**src/hdl/dbl_regs.svh**
```systemverilog
// timing counts, high-nibble bit positions and counter width for the two-byte converter load controller
`ifndef DBL_REGS_SVH
`define DBL_REGS_SVH
`define DBL_CLK_NS 10
`define DBL_SETUP_NS 50
`define DBL_SETUP_CYC ((`DBL_SETUP_NS + `DBL_CLK_NS - 1) / `DBL_CLK_NS)
`define DBL_STROBE_NS 40
`define DBL_STROBE_CYC ((`DBL_STROBE_NS + `DBL_CLK_NS - 1) / `DBL_CLK_NS)
`define DBL_HIGH_NIB_MSB 11
`define DBL_HIGH_NIB_LSB 8
`define DBL_CNT_W 8
`endif

```
**src/hdl/dbl_pkg.sv**
```systemverilog
// types for the two-byte converter load controller
`default_nettype none
package dbl_pkg;
  typedef enum logic [2:0] {
    DBL_IDLE = 3'b000,
    DBL_HIGH = 3'b001,
    DBL_LOW = 3'b010,
    DBL_ADDR = 3'b011,
    DBL_LOAD = 3'b100,
    DBL_DONE = 3'b101
  } dbl_state_e;
endpackage : dbl_pkg
`default_nettype wire

```
**src/hdl/dbl_strobe_decode.sv**
```systemverilog
// registered decoder steering the active-low load strobe to one converter
`timescale 1ns/1ns
`default_nettype none
module dbl_strobe_decode #(
  parameter int unsigned NUM_CONV = 2,
  parameter int unsigned SEL_W = 1
) (
  input wire logic i_clk,
  input wire logic i_rst_n,
  input wire logic i_enable,
  input wire logic [SEL_W-1:0] i_sel,
  output logic [NUM_CONV-1:0] o_load_n
);
  // one strobe per converter, only the addressed one goes low
  genvar g;
  generate
    for (g = 0; g < NUM_CONV; g++) begin : g_dec
      always_ff @(posedge i_clk) begin
        if (!i_rst_n) begin
          o_load_n[g] <= 1'b1;
        end else begin
          o_load_n[g] <= !(i_enable && (i_sel == SEL_W'(g)));
        end
      end
    end
  endgenerate
endmodule : dbl_strobe_decode
`default_nettype wire

```
**src/hdl/dbl_load_ctrl.sv**
```systemverilog
// host controller loading 12-bit codes into converters as two bytes
// Notes on behaviour
// - shared data, strobe only the chosen converter
// - decoder stays disabled while select changes
// - send high byte first, then low byte
// - byte select high passes high byte
// - high byte low nibble feeds top bits
// - byte select low holds high, passes low
// - low byte drives data bits seven to zero
// - pulse load low then high after bytes
// - high byte upper nibble is zero
// - limit codes loaded one converter at time
`timescale 1ns/1ns
`default_nettype none
`include "dbl_regs.svh"
module dbl_load_ctrl
  import dbl_pkg::*;
#(
  parameter int unsigned NUM_CONV = 2,
  parameter int unsigned SEL_W = 1
) (
  input wire logic i_clk,
  input wire logic i_rst_n,
  input wire logic i_start,
  input wire logic [11:0] i_code,
  input wire logic [SEL_W-1:0] i_limit_converter_select,
  input wire logic i_clear,
  input wire logic i_window_ok,
  output logic o_busy,
  output logic o_done,
  output logic o_in_window,
  output logic [7:0] o_data,
  output logic o_byte_select,
  output logic o_output_clear_n,
  output logic [NUM_CONV-1:0] o_load_n
);
  localparam logic [`DBL_CNT_W-1:0] SETUP_CYC = `DBL_CNT_W'(`DBL_SETUP_CYC);
  localparam logic [`DBL_CNT_W-1:0] STROBE_CYC = `DBL_CNT_W'(`DBL_STROBE_CYC);

  dbl_state_e state_reg;
  logic [`DBL_CNT_W-1:0] cnt_reg;
  logic [11:0] code_reg;
  logic [SEL_W-1:0] sel_reg;
  logic dec_en_reg;
  logic [2:0] win_sync_reg;
  wire cnt_zero = (cnt_reg == '0);

  // sequencer: high byte, low byte, settle address, strobe
  always_ff @(posedge i_clk) begin
    if (!i_rst_n) begin
      state_reg <= DBL_IDLE;
    end else begin
      case (state_reg)
        DBL_IDLE: if (i_start && !i_clear) state_reg <= DBL_HIGH;
        DBL_HIGH: if (cnt_zero) state_reg <= DBL_LOW;
        DBL_LOW: if (cnt_zero) state_reg <= DBL_ADDR;
        DBL_ADDR: if (cnt_zero) state_reg <= DBL_LOAD;
        DBL_LOAD: if (cnt_zero) state_reg <= DBL_DONE;
        DBL_DONE: state_reg <= DBL_IDLE;
        default: state_reg <= DBL_IDLE;
      endcase
    end
  end

  // dwell counter for each phase
  always_ff @(posedge i_clk) begin
    if (!i_rst_n) begin
      cnt_reg <= '0;
    end else if (state_reg == DBL_IDLE || cnt_zero) begin
      // load phase gets one spare cycle so the strobe is low a full STROBE_CYC
      cnt_reg <= (state_reg == DBL_ADDR) ? STROBE_CYC : SETUP_CYC - 1'b1;
    end else begin
      cnt_reg <= cnt_reg - 1'b1;
    end
  end

  // capture code and target converter at start
  always_ff @(posedge i_clk) begin
    if (!i_rst_n) begin
      code_reg <= '0;
      sel_reg <= '0;
    end else if (state_reg == DBL_IDLE && i_start) begin
      code_reg <= i_code;
      sel_reg <= i_limit_converter_select;
    end
  end

  // byte lanes and byte select
  always_ff @(posedge i_clk) begin
    if (!i_rst_n) begin
      o_data <= 8'h00;
      o_byte_select <= 1'b0;
    end else begin
      case (state_reg)
        DBL_HIGH: begin
          o_data <= {4'h0, code_reg[`DBL_HIGH_NIB_MSB:`DBL_HIGH_NIB_LSB]};
          o_byte_select <= 1'b1;
        end
        DBL_LOW: begin
          // select drops first, lane changes a cycle later so the high latch holds
          o_data <= o_byte_select ? o_data : code_reg[7:0];
          o_byte_select <= 1'b0;
        end
        default: o_byte_select <= 1'b0;
      endcase
    end
  end

  // decoder enabled only after address settled
  always_ff @(posedge i_clk) begin
    if (!i_rst_n) begin
      dec_en_reg <= 1'b0;
    end else begin
      dec_en_reg <= (state_reg == DBL_LOAD) && !cnt_zero;
    end
  end

  dbl_strobe_decode #(
    .NUM_CONV(NUM_CONV),
    .SEL_W(SEL_W)
  ) u_dec (
    .i_clk(i_clk),
    .i_rst_n(i_rst_n),
    .i_enable(dec_en_reg),
    .i_sel(sel_reg),
    .o_load_n(o_load_n)
  );

  // clear pin, held high from reset
  always_ff @(posedge i_clk) begin
    if (!i_rst_n) begin
      o_output_clear_n <= 1'b1;
    end else begin
      o_output_clear_n <= !i_clear;
    end
  end

  // status flags
  always_ff @(posedge i_clk) begin
    if (!i_rst_n) begin
      o_busy <= 1'b0;
      o_done <= 1'b0;
    end else begin
      o_busy <= (state_reg != DBL_IDLE) || (i_start && !i_clear);
      o_done <= (state_reg == DBL_DONE);
    end
  end

  // window result pin synchroniser, low means outside limits
  always_ff @(posedge i_clk) begin
    if (!i_rst_n) begin
      win_sync_reg <= 3'b111;
      o_in_window <= 1'b1;
    end else begin
      win_sync_reg <= {win_sync_reg[1:0], i_window_ok};
      if (win_sync_reg[2] == win_sync_reg[1]) o_in_window <= win_sync_reg[1];
    end
  end

  // checks: strobe shape and steering
  a_sel_stable: assert property (@(posedge i_clk) disable iff (!i_rst_n)
    !(&o_load_n) |-> $stable(sel_reg))
    else $error("select changed during strobe");
  a_one_strobe: assert property (@(posedge i_clk) disable iff (!i_rst_n)
    $countones(~o_load_n) <= 1)
    else $error("more than one strobe low");
  a_strobe_bsel: assert property (@(posedge i_clk) disable iff (!i_rst_n)
    !(&o_load_n) |-> !o_byte_select && o_data == code_reg[7:0])
    else $error("strobe without both bytes in place");
  a_strobe_width: assert property (@(posedge i_clk) disable iff (!i_rst_n)
    $fell(&o_load_n) |-> (!(&o_load_n)) [*4] ##1 (&o_load_n))
    else $error("strobe pulse not four cycles long");
  a_strobe_ends: assert property (@(posedge i_clk) disable iff (!i_rst_n)
    $fell(&o_load_n) |-> ##[1:20] (&o_load_n))
    else $error("strobe never released");
  a_done_after: assert property (@(posedge i_clk) disable iff (!i_rst_n)
    o_done |-> (&o_load_n))
    else $error("done while a strobe is low");
  a_addr_quiet: assert property (@(posedge i_clk) disable iff (!i_rst_n)
    state_reg == DBL_ADDR |-> (&o_load_n) && !dec_en_reg)
    else $error("decoder active while address settles");
  // checks: byte order and lanes
  a_high_nibble: assert property (@(posedge i_clk) disable iff (!i_rst_n)
    o_byte_select |-> o_data[7:4] == 4'h0)
    else $error("high byte upper nibble not zero");
  a_high_first: assert property (@(posedge i_clk) disable iff (!i_rst_n)
    $rose(o_byte_select) |-> o_data == {4'h0, code_reg[11:8]})
    else $error("wrong high byte");
  a_hold_high: assert property (@(posedge i_clk) disable iff (!i_rst_n)
    $fell(o_byte_select) |-> o_data == {4'h0, code_reg[11:8]})
    else $error("high byte changed as its latch closed");
  a_low_after: assert property (@(posedge i_clk) disable iff (!i_rst_n)
    $fell(o_byte_select) |=> o_data == code_reg[7:0])
    else $error("wrong low byte");
  a_start_seq: assert property (@(posedge i_clk) disable iff (!i_rst_n)
    state_reg == DBL_IDLE && i_start && !i_clear |=> ##[1:2] o_byte_select)
    else $error("high byte not sent first");
  // checks: clear, reset and window pins
  a_clear_follow: assert property (@(posedge i_clk) disable iff (!i_rst_n)
    i_clear |=> !o_output_clear_n)
    else $error("clear not driven");
  a_clear_release: assert property (@(posedge i_clk) disable iff (!i_rst_n)
    !i_clear |=> o_output_clear_n)
    else $error("clear held without request");
  a_init_idle: assert property (@(posedge i_clk) disable iff (!i_rst_n)
    $rose(i_rst_n) |-> o_output_clear_n && (&o_load_n) && !o_byte_select)
    else $error("pins not idle after reset");
  a_window_sync: assert property (@(posedge i_clk) disable iff (!i_rst_n)
    win_sync_reg[2] == win_sync_reg[1] |=> o_in_window == $past(win_sync_reg[1]))
    else $error("window result not taken from agreeing flops");
  // scenario covers
  c_load: cover property (@(posedge i_clk) disable iff (!i_rst_n) $fell(&o_load_n));
  c_done: cover property (@(posedge i_clk) disable iff (!i_rst_n) o_done);
  c_clear: cover property (@(posedge i_clk) disable iff (!i_rst_n) !o_output_clear_n);
  c_high_byte: cover property (@(posedge i_clk) disable iff (!i_rst_n) $rose(o_byte_select));
endmodule : dbl_load_ctrl
`default_nettype wire

```
**config.mk**
```make
export PLATFORM = sky130hd
export DESIGN_NAME = dbl_load_ctrl
export DESIGN_NICKNAME = d
export VERILOG_FILES = /design/src/hdl/dbl_pkg.sv /design/src/hdl/dbl_strobe_decode.sv /design/src/hdl/dbl_load_ctrl.sv
export VERILOG_INCLUDE_DIRS = /design/src /design/src/hdl
export SDC_FILE = /design/constraint.sdc
export NUM_CORES = 1
export LEC_CHECK = 0
export BUFFER_PORTS_ARGS = -buffer_cell sky130_fd_sc_hd__buf_2
export CORE_MARGIN = 4
export CORE_UTILIZATION = 45
export CTS_CLUSTER_DIAMETER = 120
export DETAILED_ROUTE_END_ITERATION = 7
export PLACE_DENSITY = 0.67
export REMOVE_ABC_BUFFERS = 1
export SETUP_SLACK_MARGIN = 0.15
export SYNTH_ARGS = -nofsm -noshare
export SYNTH_HDL_FRONTEND = slang
export SYNTH_SLANG_ARGS = --single-unit
```
**constraint.sdc**
```tcl
create_clock -name i_clk -period 2.3 [get_ports i_clk]
set_clock_uncertainty 0.1 [all_clocks]
set_input_delay 0.46 -clock i_clk [delete_from_list [all_inputs] [get_ports i_clk]]
set_output_delay 0.46 -clock i_clk [all_outputs]
set_load 0.1 [all_outputs]
```
==> impl_metrics.py, run 1 <==
metrics = {
    "outcome": {
        "status": "completed",
    },
    "floorplanning": {
        "core_area_mm2": 0.00342,
        "start_util_pct": 47.7,
        "die_w_um": 68.2,
        "die_h_um": 68.2,
        "ios": 33,
        "die_area_mm2": 0.00465,
        "rows": 21,
    },
    "sta": {
        "maxSlewViolCount": 0,
        "fmax_ghz": 0.582,
        "min_period_ps": 1720,
        "rsz0062_at_grt": "false",
        "period_share_pct": 74.7,
        "finalSetupViolations": 0,
        "whs_ps": 193,
        "hold_viol": 0,
        "slew_headroom_pct": 55.3,
        "tightest_slew_ps": 670,
        "setup_tns_ps": 0,
    },
    "routing": {
        "drcViolationCount": 0,
        "drt-initial-drc-count": 80,
        "wl_um": 3180,
        "wl_per_cell_um": 12.1,
        "vias": 1317,
        "via_per_inst": 5.01,
        "drtAntennaViolNets": 0,
        "dr.pass1.iters": 4,
    },
    "setup_path": {
        "crit_required_ps": 2420,
        "crit_family": "simple AND/OR/NAND/NOR gates",
        "slowest_delay_ps": 520,
        "cp_slowest_cell": "dfxtp_1",
        "r2r_slack_ps": 580,
        "start_kind": "flop",
        "worstSetupPathType": "reg2reg",
        "rr_worst_depth": 4,
        "cp-end-kind": "flop",
        "worstReg2RegStart": "state_reg[1]$_SDFFE_PN0P_",
        "cp.depth": 4,
        "cp-endpoint": "o_data[3]$_SDFFE_PN0P_",
        "crit_chain": "or3b_4 > or2_1 > o22ai_1 > nor3_1",
        "crit_buf_inv": 0,
        "cp_data_arrival_time_ps": 1830,
        "r2r-end": "o_data[3]$_SDFFE_PN0P_",
        "critPathMaxFanout": 11,
        "cp-startpoint": "state_reg[1]$_SDFFE_PN0P_",
    },
    "cts": {
        "cts_tree": "done",
        "clk_latency_ps": 350,
        "clockBufferDepth": 2,
        "post_cts.repair.setup_buffers": 0,
        "htreeDepth": 2,
        "cts_buffers": 5,
        "clkSinkCount": 43,
        "clk_pin_slew_ps": 110,
        "clockRootBuffer": "clkbuf_4",
        "ctsResizeCount": 0,
        "cts_hold_buf": 0,
    },
    "synth": {
        "synth_most_common_cell": "dfxtp_1",
        "syn_avg_cell_area_um2": 8.72,
        "yosysTopAreaCellShare_pct": 52.8,
        "synth_flop_cell": "dfxtp_1",
        "ys_types": 33,
        "synth-edff-count": 0,
        "syn_area_mm2": 0.00163,
        "async_flop_share_pct": 0,
        "ys_seq_area_share_pct": 52.8,
        "yosys_warnings": 0,
        "synth_area_leader_cell": "dfxtp_1",
        "synthTopCellsByArea": "dfxtp_1, nand2_1, a21oi_1, nor2_1, nand2b_1",
        "synth_commonest_cells": "dfxtp_1, nand2_1, a21oi_1, nor2_1",
        "synth-seq-cells": 43,
        "syn_inst": 187,
    },
    "power": {
        "p_leak_nw": 0.767,
        "p_per_area_mw_per_mm2": 790,
        "irDropWorstVdd_uv": 358,
    },
    "grt": {
        "grt_max_degree": 23,
        "use_met1_pct": 19.7,
        "antenna_found_initial": 0,
        "grt_use_total_pct": 15.6,
        "grt_util_met2_pct": 24.1,
        "busiest_layer": "met2",
        "grt_use_met3_pct": 3.94,
        "grt_pass1_wl_um": 5330,
        "grt_pass1_vias": 1211,
        "overflow": 0,
    },
    "cells_and_area": {
        "insertedDiodeCount": 0,
        "syn_to_final_growth_pct": 13.8,
        "fin_util_pct": 54.3,
        "drive_above_1_share_pct": 19.8,
        "fillers": 358,
        "largest_reg_flops": 12,
        "final_nets": 238,
    },
    "hold_path": {
        "hold_class": "in2reg",
    },
    "place": {
        "portBuffers": 32,
        "hpwl_um": 2340,
        "place_congestion": 0.788,
    },
    "flow_run": {
        "maxCapViolCount": 0,
    },
}
[report_power, final]
part | internal [mW] | total, mW | switching [mW]
sequential | 0.790 | 0.826 | 0.0356
clock | 0.109 | 0.321 | 0.212
combinational | 0.0925 | 0.319 | 0.226
[worst min path at each step]
stage	from	to	slack (ps)	cells after the start
floorplan	sel_reg$_SDFFE_PN0P_	u_dec.o_load_n[1]$_SDFF_PN1_	280	1
global placement	sel_reg$_SDFFE_PN0P_	u_dec.o_load_n[1]$_SDFF_PN1_	290	1
detailed placement	dec_en_reg$_SDFF_PN0_	u_dec.o_load_n[1]$_SDFF_PN1_	290	1
CTS	i_window_ok	win_sync_reg[0]$_SDFF_PN1_	180	2
global route	i_clear	o_output_clear_n$_SDFF_PN1_	180	2
finish	i_window_ok	win_sync_reg[0]$_SDFF_PN1_	190	2
[layout by cell type (no fill, tap or decap), types with 3 or more instances in the layout]
master	netlist	layout
o22ai_1	4	4
dfxtp_1	43	43
nand2b_1	6	6
nand2_1	41	41
a21oi_1	17	17
buf_2	3	32
inv_1	3	3
clkbuf_4	0	5
nand3b_1	3	3
nand3_1	7	7
o21ai_0	6	6
nor3_1	7	7
nor2_1	16	16
[per-stage QoR]
step / instances / area (µm²) / total power, mW / setup slack [ps]
detailed placement: 257 / 1810 / 1.16 / 588
global placement: 257 / 1810 / 1.16 / 658
CTS: 263 / 1860 / 1.49 / 581
floorplan: 178 / 1590 / 1.09 / 440
finish: 263 / 1860 / 1.47 / 583
global route: 263 / 1860 / 1.55 / 472
[logic make-up (layout without fill, tap and decap cells)]
| group | count (synthesis) | count (layout) | share of synthesized area (%) |
|---|---|---|---|
| mux | 2 | 2 | 1.23 |
| fa+ha+maj | 2 | 2 | 1.53 |
| xor+xnor | 4 | 4 | 2.15 |
| buf+inv | 12 | 42 | 3.22 |
| compound gates | 31 | 31 | 11.0 |
| simple gates | 93 | 93 | 28.1 |
| flops | 43 | 43 | 52.8 |
[layout make-up]
| cell class | count | area (µm²) | share of cell area (%) |
|---|---|---|---|
| timing repair buffer | 33 | 168 | 9.04 |
| tap | 46 | 57.6 | 3.10 |
| multi-input combinational | 132 | 717 | 38.6 |
| sequential | 43 | 861 | 46.4 |
| inverter | 3 | 11.3 | 0.607 |
| clock buffer | 6 | 41.3 | 2.23 |
[layer usage]
metal	routed length (µm)	part of all wire [%]	vias to the layer above
met3	179	5.6	6
met2	1470	46	29
met4	59	1.9	0
li1	-	-	687
met1	1470	46	595
met5	0	0	-
(Power assumes the default switching activity.)
==> inputs of run 2 (changes only) <==
clock period = 1.75 ns   (was 2.3 ns; I/O delays follow)
==> impl_metrics.py, run 2 (same netlist as run 1, synthesis figures left out) <==
metrics = {
    "grt": {
        "overflow": 0,
        "grt_pass1_vias": 1283,
        "grt_use_total_pct": 16.4,
        "antenna_found_initial": 0,
        "grt_pass1_wl_um": 5620,
        "grt_max_degree": 21,
    },
    "cts": {
        "clockBufferDepth": 2,
        "cts_buffers": 5,
        "clk_pin_slew_ps": 110,
        "clkSinkCount": 43,
        "clk_latency_ps": 350,
        "cts_hold_buf": 0,
        "cts_tree": "done",
        "clockRootBuffer": "clkbuf_4",
        "htreeDepth": 2,
        "post_cts.repair.setup_buffers": 0,
    },
    "sta": {
        "fmax_ghz": 0.647,
        "period_share_pct": 88.3,
        "rsz0062_at_grt": "false",
        "whs_ps": 76.3,
        "slew_headroom_pct": 58.2,
        "hold_viol": 0,
        "finalSetupViolations": 0,
        "min_period_ps": 1540,
        "maxSlewViolCount": 0,
        "setup_tns_ps": 0,
        "tightest_slew_ps": 626,
    },
    "setup_path": {
        "cp_slowest_cell": "buf_2",
        "crit_buf_inv": 1,
        "cp-end-kind": "primary output",
        "crit_chain": "buf_2",
        "crit_family": "buffers and inverters",
        "critPathMaxFanout": 1,
        "cp_data_arrival_time_ps": 1090,
        "start_kind": "flop",
        "slowest_delay_ps": 410,
        "worstSetupPathType": "reg2out",
        "crit_required_ps": 1300,
    },
    "cells_and_area": {
        "final_cell_area_mm2": 0.00195,
        "insertedDiodeCount": 0,
        "final_common_cell": "dfxtp_1",
        "multi_input_area_um2": 729,
        "drive_above_1_share_pct": 23.5,
        "seq_area_um2": 862,
        "syn_to_final_growth_pct": 19.6,
        "final_nets": 241,
        "fin_util_pct": 57.1,
        "largest_reg_flops": 12,
        "final_cell_mix": "dfxtp_1, nand2_1, buf_2",
        "fillers": 337,
    },
    "floorplanning": {
        "die_area_mm2": 0.00465,
        "ios": 33,
        "die_h_um": 68.2,
        "die_w_um": 68.2,
        "start_util_pct": 47.7,
        "rows": 21,
        "core_area_mm2": 0.00342,
    },
    "place": {
        "placed_cell_area_mm2": 0.00184,
        "hpwl_um": 2540,
        "place_congestion": 0.770,
        "portBuffers": 32,
    },
    "power": {
        "power.switching_uw": 648,
        "p_leak_nw": 0.802,
        "p_comb_share_pct": 21.5,
        "irDropWorstVdd_uv": 647,
        "clock_power_share_pct": 27.6,
        "internal-power_mw": 1.48,
        "p_seq_share_pct": 50.8,
        "p_sw_share_pct": 30.5,
        "p_per_area_mw_per_mm2": 1090,
    },
    "hold_path": {
        "hold_class": "in2reg",
    },
    "routing": {
        "vias": 1364,
        "wl_per_cell_um": 13.0,
        "dr.pass1.iters": 6,
        "drt-initial-drc-count": 76,
        "via_per_inst": 5.11,
        "drtAntennaViolNets": 0,
        "wl_um": 3470,
        "drcViolationCount": 0,
    },
    "outcome": {
        "status": "completed",
    },
    "flow_run": {
        "maxCapViolCount": 0,
    },
}
-- run 2: cell types whose count changed in the layout (fill, tap and decap cells not counted) --
cell	delta
nand3_2	+1
dfxtp_2	+1
nor2b_2	+1
nand2_1	-1
nand2_2	+1
and2_4	+1
nor2b_1	-1
buf_4	+9
buf_2	-11
dfxtp_1	-1
and2_1	-1
clkbuf_4	+5
nand3_1	-1
bufinv_16	+1
-- run 2: layout make-up --
cell class,instances,area share (%)
clock buffer,6,2.12
tap,46,2.95
multi-input combinational,132,37.4
timing repair buffer,36,11.2
sequential,43,44.2
inverter,3,0.578
clock inverter,1,1.54
-- run 2: final timing paths --
kind | from | to | slack [ps] | cells past startpoint
worst max register to register | cnt_reg[1]$_SDFF_PP0_ | dec_en_reg$_SDFF_PN0_ | 250 | 5
worst min-delay path | i_window_ok | win_sync_reg[0]$_SDFF_PN1_ | 80 | 2
worst min register to register | dec_en_reg$_SDFF_PN0_ | u_dec.o_load_n[1]$_SDFF_PN1_ | 300 | 1
worst max-delay path | o_done$_SDFF_PN0_ | o_done | 210 | 1
-- run 2: timing repair --
item                       CTS  global route
setup endpoints to repair   19            26
pin swaps                    0             0
gates resized for setup      7            10
-- run 2: per-stage QoR --
step / power (mW) / worst slack, ps / instances
CTS: 2.13 / 153 / 267
detailed placement: 1.54 / 124 / 260
global route: 2.23 / 133 / 267
floorplan: 1.43 / -110 / 178
global placement: 1.53 / 168 / 260
finish: 2.12 / 205 / 267
-- run 2: power groups by stage --
stage          Clock, mW  Sequential [mW]  Combinational [mW]
2_1_floorplan          0             1.24               0.189
3_3_place_gp           0             1.10               0.434
3_5_place_dp           0             1.10               0.440
4_1_cts            0.608             1.08               0.447
5_1_grt            0.645             1.09               0.499
6_report           0.587             1.08               0.457
-- run 2: routing by layer --
metal | vias up | part of all wire (%) | GRT usage, %
met4 | 0 | 2.2 | 8.19
met3 | 8 | 5.3 | 4.11
li1 | 696 | - | -
met1 | 630 | 44 | 20.9
met5 | - | 0 | 0
met2 | 30 | 49 | 25.6
